<file path="config.mk">
export PLATFORM = sky130hd
export DESIGN_NAME = dsoc_top
export DESIGN_NICKNAME = d
export VERILOG_FILES = /design/src/rtl/dsoc_pkg.sv /design/src/rtl/dsoc_top.sv
export VERILOG_INCLUDE_DIRS = /design/src /design/src/rtl
export SDC_FILE = /design/constraint.sdc
export NUM_CORES = 1
export LEC_CHECK = 0
export ABC_CLOCK_PERIOD_IN_PS = 5900
export BUFFER_PORTS_ARGS = -buffer_cell sky130_fd_sc_hd__buf_2
export CAP_MARGIN = 20
export CORE_ASPECT_RATIO = 0.9
export CORE_UTILIZATION = 39
export CTS_BUF_LIST = sky130_fd_sc_hd__clkbuf_2
export DETAILED_ROUTE_END_ITERATION = 8
export PLACE_DENSITY = 0.61
export SYNTH_ARGS = -nofsm -noshare
export SYNTH_HDL_FRONTEND = slang
export SYNTH_SLANG_ARGS = --single-unit
</file>
<file path="constraint.sdc">
create_clock -name aclk -period 5.9 [get_ports aclk]
set_input_delay 0 -clock aclk [delete_from_list [all_inputs] [get_ports aclk]]
set_output_delay 0 -clock aclk [all_outputs]
set_load 0.02 [all_outputs]
</file>
<file path="src/rtl/dsoc_map.svh">
// Constants for the deserializer output conditioning and link self-test block.
// Assumes inclusion by bare name from the package and the top module.
// Operation
// - Hold-low forces data, control and clock outputs low; lock output unaffected.
// - Hold-low release needs a set/reset bit toggle while lock is high.
// - With hold-low enabled, a falling lock re-enters the held-low state.
// - Manual clearing of the hold-low set condition only while lock is high.
// - Hold-low strap enabled makes the output-state select ignored.
// - Outputs stay high impedance until power_down_n goes high.
// - Edge select high launches for rising-edge strobe, low for falling edge.
// - Enabled filter removes control pulses of one or two clock periods.
// - Filter enabled by mode strap or by register setting.
// - Straps sampled at power-up; unconnected strap reads low.
// - Self-test checks payloads against PRBS-7 and flags errored payloads.
// - During self-test data outputs show an alternating checkerboard.
// - Each payload with 1 to 24 errors pulses result low half a clock.
// - Self-test enable falling latches result: high clean, low errored.
// - Latched result holds until new test, reset or power down.
// - Test pattern plus command codes from sender shut data/control outputs off.
// - Lock goes low when embedded clock bits fail to reconstruct clock.
// - Powered with static input: lock low, result keeps its latched value; data per state select.
`ifndef DSOC_MAP_SVH
`define DSOC_MAP_SVH
`define DSOC_AXI_CTRL 4'h0
`define DSOC_AXI_STAT 4'h4
`define DSOC_AXI_ERRS 4'h8
`define DSOC_CTRL_HOLD_TGL 0
`define DSOC_CTRL_FILT_EN 1
`define DSOC_CTRL_REG_OVR 2
`define DSOC_CTRL_EDGE 3
`define DSOC_CTRL_OSS 4
`define DSOC_CTRL_RST 32'h0000_0000
`define DSOC_CHECKER 24'hAAAAAA
`define DSOC_FILT_LEN 3
`define DSOC_MAX_ERRS 24
`define DSOC_PRBS_TAP_A 6
`define DSOC_PRBS_TAP_B 5
`define DSOC_RESP_OKAY 2'h0
`define DSOC_RESP_SLVERR 2'h2
`endif

</file>
<file path="src/rtl/dsoc_pkg.sv">
// Types shared by the output conditioning and self-test block.
// Assumes dsoc_map.svh sits on the include path.
package dsoc_pkg;
`include "dsoc_map.svh"
   typedef struct packed {
      logic [23:0] data;
      logic [2:0] ctrl;
      logic clk;
   } dsoc_par_t;
   typedef struct packed {
      logic hold_low;
      logic mode_filter;
      logic oss;
      logic edge_sel;
   } dsoc_strap_t;
   typedef enum logic [2:0] {
      DSOC_IDLE = 3'b001,
      DSOC_SEED = 3'b010,
      DSOC_RUN = 3'b100
   } dsoc_bist_t;
endpackage : dsoc_pkg

</file>
<file path="src/rtl/dsoc_top.sv">
// Output conditioning and PRBS-7 link self-test checker on the recovered clock.
// Assumes a CDR upstream delivering payload, control, lock and embedded clock bits.
`timescale 1ns/10ps
`include "dsoc_map.svh"
module dsoc_top
   import dsoc_pkg::*;
#(
   parameter int DATA_W = 24
) (
   input wire logic aclk,
   input wire logic aresetn,
   input wire logic power_down_n,
   input wire logic serial_active,
   input wire logic [DATA_W-1:0] rx_data,
   input wire logic [2:0] rx_ctrl,
   input wire logic embedded_clock_bit_low,
   input wire logic embedded_clock_bit_high,
   input wire logic selftest_command_a,
   input wire logic selftest_command_b,
   input wire logic selftest_enable,
   input wire dsoc_strap_t strap_in,
   input wire logic output_edge_select,
   input wire logic [3:0] s_axi_awaddr,
   input wire logic s_axi_awvalid,
   output logic s_axi_awready,
   input wire logic [31:0] s_axi_wdata,
   input wire logic [3:0] s_axi_wstrb,
   input wire logic s_axi_wvalid,
   output logic s_axi_wready,
   output logic [1:0] s_axi_bresp,
   output logic s_axi_bvalid,
   input wire logic s_axi_bready,
   input wire logic [3:0] s_axi_araddr,
   input wire logic s_axi_arvalid,
   output logic s_axi_arready,
   output logic [31:0] s_axi_rdata,
   output logic [1:0] s_axi_rresp,
   output logic s_axi_rvalid,
   input wire logic s_axi_rready,
   output logic [DATA_W-1:0] data_out,
   output logic [2:0] control_outputs,
   output logic recovered_clock_out,
   output logic outputs_oe,
   output logic lock,
   output logic lock_oe,
   output logic pass,
   output logic pass_oe
);
   if (DATA_W != `DSOC_MAX_ERRS) begin : g_bad_width
      $error("DATA_W must equal 24");
   end

   ////////////////////////////////////////////////////////////////////////////
   // Decode for the three registers, shared by both bus paths
   function automatic logic [1:0] dsoc_dec(input logic [3:0] a);
      if (a == `DSOC_AXI_CTRL) dsoc_dec = 2'h1;
      else if (a == `DSOC_AXI_STAT) dsoc_dec = 2'h2;
      else if (a == `DSOC_AXI_ERRS) dsoc_dec = 2'h3;
      else dsoc_dec = 2'h0;
   endfunction : dsoc_dec

   // PRBS-7 next word: 24 steps of x^7+x^6+1
   function automatic logic [6:0] dsoc_prbs(input logic [6:0] s);
      logic [6:0] t;
      t = s;
      for (int i = 0; i < DATA_W; i++) t = {t[5:0], t[`DSOC_PRBS_TAP_A] ^ t[`DSOC_PRBS_TAP_B]};
      dsoc_prbs = t;
   endfunction : dsoc_prbs

   function automatic logic [DATA_W-1:0] dsoc_expand(input logic [6:0] s);
      logic [6:0] t;
      logic [DATA_W-1:0] w;
      t = s;
      w = '0;
      for (int i = 0; i < DATA_W; i++) begin
         w[DATA_W-1-i] = t[`DSOC_PRBS_TAP_A];
         t = {t[5:0], t[`DSOC_PRBS_TAP_A] ^ t[`DSOC_PRBS_TAP_B]};
      end
      dsoc_expand = w;
   endfunction : dsoc_expand

   ////////////////////////////////////////////////////////////////////////////
   // AXI4-Lite slave state
   logic aw_held, w_held, next_aw_held, next_w_held;
   logic [3:0] aw_addr, next_aw_addr;
   logic [31:0] w_data, next_w_data;
   logic [31:0] ctrl, next_ctrl;
   logic [1:0] next_bresp, next_rresp;
   logic next_bvalid, next_rvalid;
   logic [31:0] next_rdata;
   logic [15:0] err_count, next_err_count;
   logic wr_go;

   // Status wires feeding readback
   logic hold_active, bist_result, locked;
   dsoc_bist_t bist_state;
   dsoc_strap_t straps;

   // Address and data captured independently, write fires once both held
   assign wr_go = aw_held && w_held && !s_axi_bvalid;

   always_comb begin
      next_aw_held = aw_held;
      next_w_held = w_held;
      next_aw_addr = aw_addr;
      next_w_data = w_data;
      next_ctrl = ctrl;
      next_bvalid = s_axi_bvalid;
      next_bresp = s_axi_bresp;
      next_rvalid = s_axi_rvalid;
      next_rresp = s_axi_rresp;
      next_rdata = s_axi_rdata;
      if (s_axi_awvalid && s_axi_awready) begin
         next_aw_held = 1'b1;
         next_aw_addr = s_axi_awaddr;
      end
      if (s_axi_wvalid && s_axi_wready) begin
         next_w_held = 1'b1;
         for (int b = 0; b < 4; b++) if (s_axi_wstrb[b]) next_w_data[b*8 +: 8] = s_axi_wdata[b*8 +: 8];
      end
      if (wr_go) begin
         next_aw_held = 1'b0;
         next_w_held = 1'b0;
         next_bvalid = 1'b1;
         next_bresp = `DSOC_RESP_OKAY;
         if (dsoc_dec(aw_addr) == 2'h1) next_ctrl = w_data;
         else if (dsoc_dec(aw_addr) == 2'h0) next_bresp = `DSOC_RESP_SLVERR;
      end else if (s_axi_bvalid && s_axi_bready) begin
         next_bvalid = 1'b0;
      end
      if (s_axi_arvalid && s_axi_arready) begin
         next_rvalid = 1'b1;
         next_rresp = `DSOC_RESP_OKAY;
         if (dsoc_dec(s_axi_araddr) == 2'h1) next_rdata = ctrl;
         else if (dsoc_dec(s_axi_araddr) == 2'h2)
            next_rdata = {24'h0, straps, bist_state == DSOC_RUN, bist_result, hold_active, locked};
         else if (dsoc_dec(s_axi_araddr) == 2'h3) next_rdata = {16'h0, err_count};
         else begin
            next_rdata = 32'h0;
            next_rresp = `DSOC_RESP_SLVERR;
         end
      end else if (s_axi_rvalid && s_axi_rready) begin
         next_rvalid = 1'b0;
      end
   end

   // Ready is registered; awready and wready come from the next held flags, arready from next_rvalid
   always_ff @(posedge aclk) begin
      if (!aresetn) begin
         aw_held <= 1'b0;
         w_held <= 1'b0;
         aw_addr <= 4'h0;
         w_data <= 32'h0;
         ctrl <= `DSOC_CTRL_RST;
         s_axi_bvalid <= 1'b0;
         s_axi_bresp <= `DSOC_RESP_OKAY;
         s_axi_rvalid <= 1'b0;
         s_axi_rresp <= `DSOC_RESP_OKAY;
         s_axi_rdata <= 32'h0;
         s_axi_awready <= 1'b0;
         s_axi_wready <= 1'b0;
         s_axi_arready <= 1'b0;
      end else begin
         aw_held <= next_aw_held;
         w_held <= next_w_held;
         aw_addr <= next_aw_addr;
         w_data <= next_w_data;
         ctrl <= next_ctrl;
         s_axi_bvalid <= next_bvalid;
         s_axi_bresp <= next_bresp;
         s_axi_rvalid <= next_rvalid;
         s_axi_rresp <= next_rresp;
         s_axi_rdata <= next_rdata;
         s_axi_awready <= !next_aw_held && !(s_axi_awvalid && s_axi_awready);
         s_axi_wready <= !next_w_held && !(s_axi_wvalid && s_axi_wready);
         s_axi_arready <= !next_rvalid && !(s_axi_arvalid && s_axi_arready);
      end
   end

   ////////////////////////////////////////////////////////////////////////////
   // Straps, lock and hold-low
   logic pd_seen, next_pd_seen, hold_tgl_q, next_hold_tgl_q;
   logic next_hold_active, next_locked;
   dsoc_strap_t next_straps;
   logic filt_en, edge_sel, oss_eff;

   // Register override wins over the mode strap and the edge select pin once software sets it
   assign filt_en = ctrl[`DSOC_CTRL_REG_OVR] ? ctrl[`DSOC_CTRL_FILT_EN] : straps.mode_filter;
   assign edge_sel = ctrl[`DSOC_CTRL_REG_OVR] ? ctrl[`DSOC_CTRL_EDGE] : output_edge_select;
   // Hold-low strap makes state select meaningless; treat as drive-low
   assign oss_eff = straps.hold_low ? 1'b0 : (ctrl[`DSOC_CTRL_REG_OVR] ? ctrl[`DSOC_CTRL_OSS] : straps.oss);

   always_comb begin
      next_pd_seen = power_down_n;
      next_straps = straps;
      // Straps taken on the first powered cycle; pads have pulldowns so X-free low
      if (power_down_n && !pd_seen) next_straps = strap_in;
      // Lock needs both embedded clock bits to reconstruct the clock edge
      next_locked = power_down_n && serial_active && embedded_clock_bit_high && !embedded_clock_bit_low;
      next_hold_tgl_q = ctrl[`DSOC_CTRL_HOLD_TGL];
      next_hold_active = hold_active;
      if (power_down_n && !pd_seen) next_hold_active = strap_in.hold_low;
      else if (!straps.hold_low) next_hold_active = 1'b0;
      else if (locked && !next_locked) next_hold_active = 1'b1;
      // Toggle of set/reset bit only counts while locked
      else if (locked && (ctrl[`DSOC_CTRL_HOLD_TGL] != hold_tgl_q)) next_hold_active = !hold_active;
      if (!power_down_n) next_hold_active = 1'b0;
   end

   always_ff @(posedge aclk) begin
      if (!aresetn) begin
         pd_seen <= 1'b0;
         straps <= '0;
         locked <= 1'b0;
         hold_tgl_q <= 1'b0;
         hold_active <= 1'b0;
      end else begin
         pd_seen <= next_pd_seen;
         straps <= next_straps;
         locked <= next_locked;
         hold_tgl_q <= next_hold_tgl_q;
         hold_active <= next_hold_active;
      end
   end

   ////////////////////////////////////////////////////////////////////////////
   // Control glitch filter: new level must persist three cycles
   logic [2:0] filt_q, next_filt_q;
   logic [2:0][1:0] filt_cnt, next_filt_cnt;

   for (genvar g = 0; g < 3; g++) begin : g_filt
      always_comb begin
         next_filt_cnt[g] = 2'h0;
         next_filt_q[g] = filt_q[g];
         if (rx_ctrl[g] != filt_q[g]) begin
            next_filt_cnt[g] = filt_cnt[g] + 2'h1;
            if (filt_cnt[g] == 2'(`DSOC_FILT_LEN - 1)) begin
               next_filt_q[g] = rx_ctrl[g];
               next_filt_cnt[g] = 2'h0;
            end
         end
      end
   end

   always_ff @(posedge aclk) begin
      if (!aresetn) begin
         filt_q <= 3'h0;
         filt_cnt <= '0;
      end else begin
         filt_q <= next_filt_q;
         filt_cnt <= next_filt_cnt;
      end
   end

   ////////////////////////////////////////////////////////////////////////////
   // Self-test checker
   logic [6:0] prbs, next_prbs;
   logic bist_q, next_bist_q, next_bist_result, next_err_pulse;
   dsoc_bist_t next_bist_state;
   logic [DATA_W-1:0] diff;
   logic [4:0] err_bits;

   assign diff = rx_data ^ dsoc_expand(prbs);

   always_comb begin
      err_bits = 5'h0;
      for (int i = 0; i < DATA_W; i++) err_bits = err_bits + 5'(diff[i]);
      next_bist_q = selftest_enable;
      next_bist_state = bist_state;
      next_prbs = prbs;
      next_bist_result = bist_result;
      next_err_pulse = 1'b0;
      next_err_count = err_count;
      case (bist_state)
         DSOC_IDLE: begin
            if (selftest_enable && !bist_q) begin
               next_bist_state = DSOC_SEED;
               next_bist_result = 1'b1;
               next_err_count = 16'h0;
            end
         end
         DSOC_SEED: begin
            // Seed from the top of the first payload so alignment is free
            next_prbs = dsoc_prbs(rx_data[DATA_W-1 -: 7]);
            next_bist_state = DSOC_RUN;
            if (!selftest_enable) next_bist_state = DSOC_IDLE;
         end
         DSOC_RUN: begin
            next_prbs = dsoc_prbs(prbs);
            if (err_bits != 5'h0 && err_bits <= 5'(`DSOC_MAX_ERRS)) begin
               next_err_pulse = 1'b1;
               next_bist_result = 1'b0;
               next_err_count = err_count + 16'h1;
            end
            if (!selftest_enable) next_bist_state = DSOC_IDLE;
         end
         default: next_bist_state = DSOC_IDLE;
      endcase
      if (!power_down_n) next_bist_result = 1'b0;
   end

   always_ff @(posedge aclk) begin
      if (!aresetn) begin
         bist_state <= DSOC_IDLE;
         prbs <= 7'h7F;
         bist_q <= 1'b0;
         bist_result <= 1'b0;
         err_count <= 16'h0;
      end else begin
         bist_state <= next_bist_state;
         prbs <= next_prbs;
         bist_q <= next_bist_q;
         bist_result <= next_bist_result;
         err_count <= next_err_count;
      end
   end

   ////////////////////////////////////////////////////////////////////////////
   // Output stage; every pin is a flop, clock out is the phase flop
   dsoc_par_t next_par;
   logic next_oe, next_lock_oe, next_pass, clk_phase, next_clk_phase;
   logic test_mode;

   // Pattern with command codes means the sender is testing, so mute data and control outputs
   assign test_mode = selftest_command_a && selftest_command_b;

   always_comb begin
      next_clk_phase = !clk_phase;
      next_par.data = rx_data;
      next_par.ctrl = filt_en ? filt_q : rx_ctrl;
      // Falling-edge strobe inverts the launched clock phase
      next_par.clk = edge_sel ? next_clk_phase : !next_clk_phase;
      next_oe = pd_seen && power_down_n;
      next_lock_oe = power_down_n;
      // One aclk low per errored payload, half a clock-out period, so none is lost
      next_pass = (bist_state == DSOC_RUN) ? !next_err_pulse : bist_result;
      if (test_mode) begin
         next_par.data = '0;
         next_par.ctrl = 3'h0;
      end
      if (bist_state != DSOC_IDLE) next_par.data = `DSOC_CHECKER ^ {DATA_W{clk_phase}};
      if (!locked) begin
         next_par = '0;
         if (oss_eff) next_oe = 1'b0;
         next_pass = (bist_state == DSOC_IDLE) ? bist_result : 1'b0;
      end
      if (hold_active) next_par = '0;
      if (!power_down_n) next_pass = 1'b0;
   end

   always_ff @(posedge aclk) begin
      if (!aresetn) begin
         clk_phase <= 1'b0;
         data_out <= '0;
         control_outputs <= 3'h0;
         recovered_clock_out <= 1'b0;
         outputs_oe <= 1'b0;
         lock <= 1'b0;
         lock_oe <= 1'b0;
         pass <= 1'b0;
         pass_oe <= 1'b0;
      end else begin
         clk_phase <= next_clk_phase;
         data_out <= next_par.data;
         control_outputs <= next_par.ctrl;
         recovered_clock_out <= next_par.clk;
         outputs_oe <= next_oe;
         lock <= locked; // lock unaffected by hold-low
         lock_oe <= next_lock_oe;
         pass <= next_pass;
         pass_oe <= next_lock_oe;
      end
   end
endmodule : dsoc_top

</file>
==> flow_summary.json <==
{
  "status": "complete, no violations",
  "cts_tree": "yes",
  "ir_worst_vdd_mv": 0.306,
  "hp-class": "in -> reg",
  "dr.first_iter.drc_count": 567,
  "place_congestion": 0.858,
  "fmax_mhz": 175,
  "hold_viol_final": 0,
  "cts_buffers": 17,
  "startpoint_type": "register",
  "leakage_nw": 4.97,
  "clk_pin_slew_ns": 0.30,
  "drv_cap": 0,
  "core_um2": 20300,
  "area_growth_pct": 47.8,
  "rsz0062_at_grt": "no",
  "antenna_left": 0,
  "io_buffers": 161,
  "pin_count": 164,
  "hpwlAfterDp_um": 15600,
  "finalWorstSetupSlack_ns": 0.195,
  "min_period_over_period_pct": 96.7,
  "ys_ff_latch": 186,
  "skew_ns": 0.0529,
  "synth_cell_types": 50,
  "fp.dieH_um": 140,
  "worst-setup-path-type": "reg -> reg",
  "antenna_found_initial": 2,
  "grt_overflow": 0,
  "rows": 49,
  "place_ws_ns": 0.0792,
  "vias_per_cell": 4.99,
  "fillers": 1783,
  "drive_gt1_share_pct": 18.3,
  "worst_pin_slew_ns": 1.09,
  "total_power_mw": 3.00,
  "die_area_um2": 21700,
  "grt_pass1_wl_um": 40600,
  "nets": 1463,
  "crit_path_end_kind": "register",
  "netlist_area_um2": 8220,
  "cts_sinks": 186,
  "setup_viol": 0,
  "wl_per_cell_um": 15.5,
  "setup_tns_ns": 0,
  "grt_use_total_pct": 23.7,
  "dr_total_vias": 8190,
  "grt_start_max_net_pins": 73,
  "clock-root-buffer": "clkbuf_2",
  "initial_core_util_pct": 40.5,
  "synthesis.instances": 970,
  "multi_input_area_um2": 4300,
  "power.density_nw_per_um2": 247,
  "worstPathRequired_ns": 6.60,
  "cts_max_path_buffers": 2,
  "drt_first_pass_iters": 5,
  "wl_um": 25500,
  "seqCellArea_um2": 3740,
  "path_max_fanout": 4,
  "max-slew-margin-rel_pct": 26.7,
  "synth_area_per_cell_um2": 8.47,
  "clock_latency_ns": 0.80,
  "min_period_ns": 5.70,
  "die_w_um": 155,
  "synth-seq-area-share_pct": 45.3,
  "final-max-slew-violation-count": 0,
  "cp.arrival_ns": 6.40,
  "drc": 0,
  "grt_pass1_vias": 8046,
  "h-tree-depth": 4,
  "finish.utilization_pct": 59.8,
  "yosys_warnings": 0
}
power by group:
group          switching (mW)  internal, mW  leakage [nW]
combinational           0.518         0.471          3.30
sequential             0.0196          1.28          1.50
clock                   0.523         0.189         0.160
total                    1.06          1.94          4.97
kinds of logic (layout without fill, tap and decap cells):
kind of cell | after synthesis | after routing | share of synthesized area [%]
other | 1 | 4 | 0.0456
multiplexers | 28 | 28 | 3.41
buffers and inverters | 88 | 476 | 4.29
AND/OR/NAND/NOR | 368 | 368 | 20.0
AO/OA/AOI/OAI | 205 | 205 | 14.1
flip-flops | 186 | 186 | 45.3
XOR/XNOR | 67 | 67 | 7.14
adder cells (fa/ha/maj) | 27 | 27 | 5.66
layer usage:
metal | GRT usage, % | routed length (µm)
met5 | 0 | 0
met4 | 8.60 | 573
met3 | 3.86 | 1310
met2 | 39.0 | 12200
met1 | 31.1 | 11300
layout by cell type (no fill, tap or decap), types with 5 or more instances in the layout:
| cell type | instances |
|---|---|
| a21oi_1 | 122 |
| a22oi_1 | 26 |
| a31oi_1 | 5 |
| and2_1 | 5 |
| buf_2 | 161 |
| buf_4 | 22 |
| clkbuf_2 | 17 |
| dfxtp_1 | 180 |
| dlygate4sd3_1 | 235 |
| fa_1 | 17 |
| ha_1 | 9 |
| inv_1 | 21 |
| mux2i_1 | 28 |
| nand2_1 | 153 |
| nand2b_1 | 6 |
| nand3_1 | 47 |
| nand4_1 | 6 |
| nor2_1 | 101 |
| nor3_1 | 12 |
| o211ai_1 | 7 |
| o21ai_0 | 27 |
| or3_1 | 9 |
| or4_1 | 8 |
| xnor2_1 | 35 |
| xnor2_2 | 6 |
| xor2_1 | 19 |
sequential cells by signal (all words and copies together), names as in the netlist, 3 cells and up:
signal           count
bist_state           3
straps               4
control_outputs      3
prbs                 7
data_out            24
ctrl                32
err_count           16
s_axi_rdata         32
filt_cnt             6
aw_addr              4
filt_q               3
w_data              32
area by class of cell:
class	count	share of cell area (%)
Multi-Input combinational cell	697	35.4
Tap cell	280	2.88
Timing Repair Buffer	422	27.8
Clock inverter	15	1.62
Sequential cell	186	30.8
Antenna cell	2	0.0412
Clock buffer	17	0.701
Inverter	22	0.690
worst paths after layout:
kind	from	end	slack, ns	cells after the start
setup / recovery	prbs[4]	err_count[11]	0.20	18
hold / removal	rx_data[18]	data_out[18]	0.06	4
setup reg to reg	prbs[4]	err_count[11]	0.20	18
hold reg to reg	filt_cnt[2]	filt_cnt[2]	0.43	1
per-stage QoR:
stage               instance area (µm²)  std cells  hold slack (ns)
global route                      12100       1641         -0.00601
finish                            12100       1641           0.0561
global placement                   9260       1366            0.246
floorplan                          8220        971            0.134
detailed placement                 9270       1367            0.253
CTS                               11900       1634         0.000498
what timing repair did:
action | CTS | global route
endpoints found under the hold margin | 137 | 0
endpoints found under the setup margin | 1 | 13
setup buffers | 0 | 4
pin swaps | 1 | 13
hold buffers | 235 | 0
gates resized for setup | 2 | 30
cell usage after synthesis (all sizes together):
cell	count	area, µm²
dfxtp	186	3720
nand2	153	574
a21oi	123	616
nor2	101	379
clkbuf	51	191
nand3	48	253
xnor2	44	385
mux2i	28	280
o21ai	28	140
a22oi	26	195
xor2	23	201
inv	22	82.6
fa	17	340
buf	15	78.8
nor3	13	70.1
ha	10	125
or3	9	56.3
or4	8	60.1
o211ai	7	52.6
nand2b	6	37.5
nand4	6	37.5
a31oi	5	31.3
and2	5	31.3
and3	4	25.0
nor2b	4	25.0
o22ai	4	25.0
a211oi	3	22.5
a21o	2	15.0
and4	2	20.0
nor3b	2	20.0
nor4	2	12.5
o31ai	2	15.0
or2	2	12.5
a2111oi	1	8.76
a2bb2oi	1	8.76
and4bb	1	12.5
conb	1	3.75
nand3b	1	7.51
nand4b	1	8.76
o2111a	1	12.5
o2111ai	1	8.76
o311a	1	10.0
worst max-delay path: stages (launching register included):
cell and delay [ns]:
dfxtp_4 0.45, xor2_2 0.20, buf_4 0.15, xnor2_1 0.23, fa_1 0.49, fa_1 0.49, fa_1 0.56, fa_1 0.43
fa_1 0.50, inv_1 0.04, ha_2 0.19, fa_1 0.44, or2_4 0.27, a2bb2oi_1 0.16, nand4_1 0.17, nand4_1 0.20
buf_4 0.20, or3_1 0.32, a21oi_2 0.12
Power figures use the tool's default switching activity.
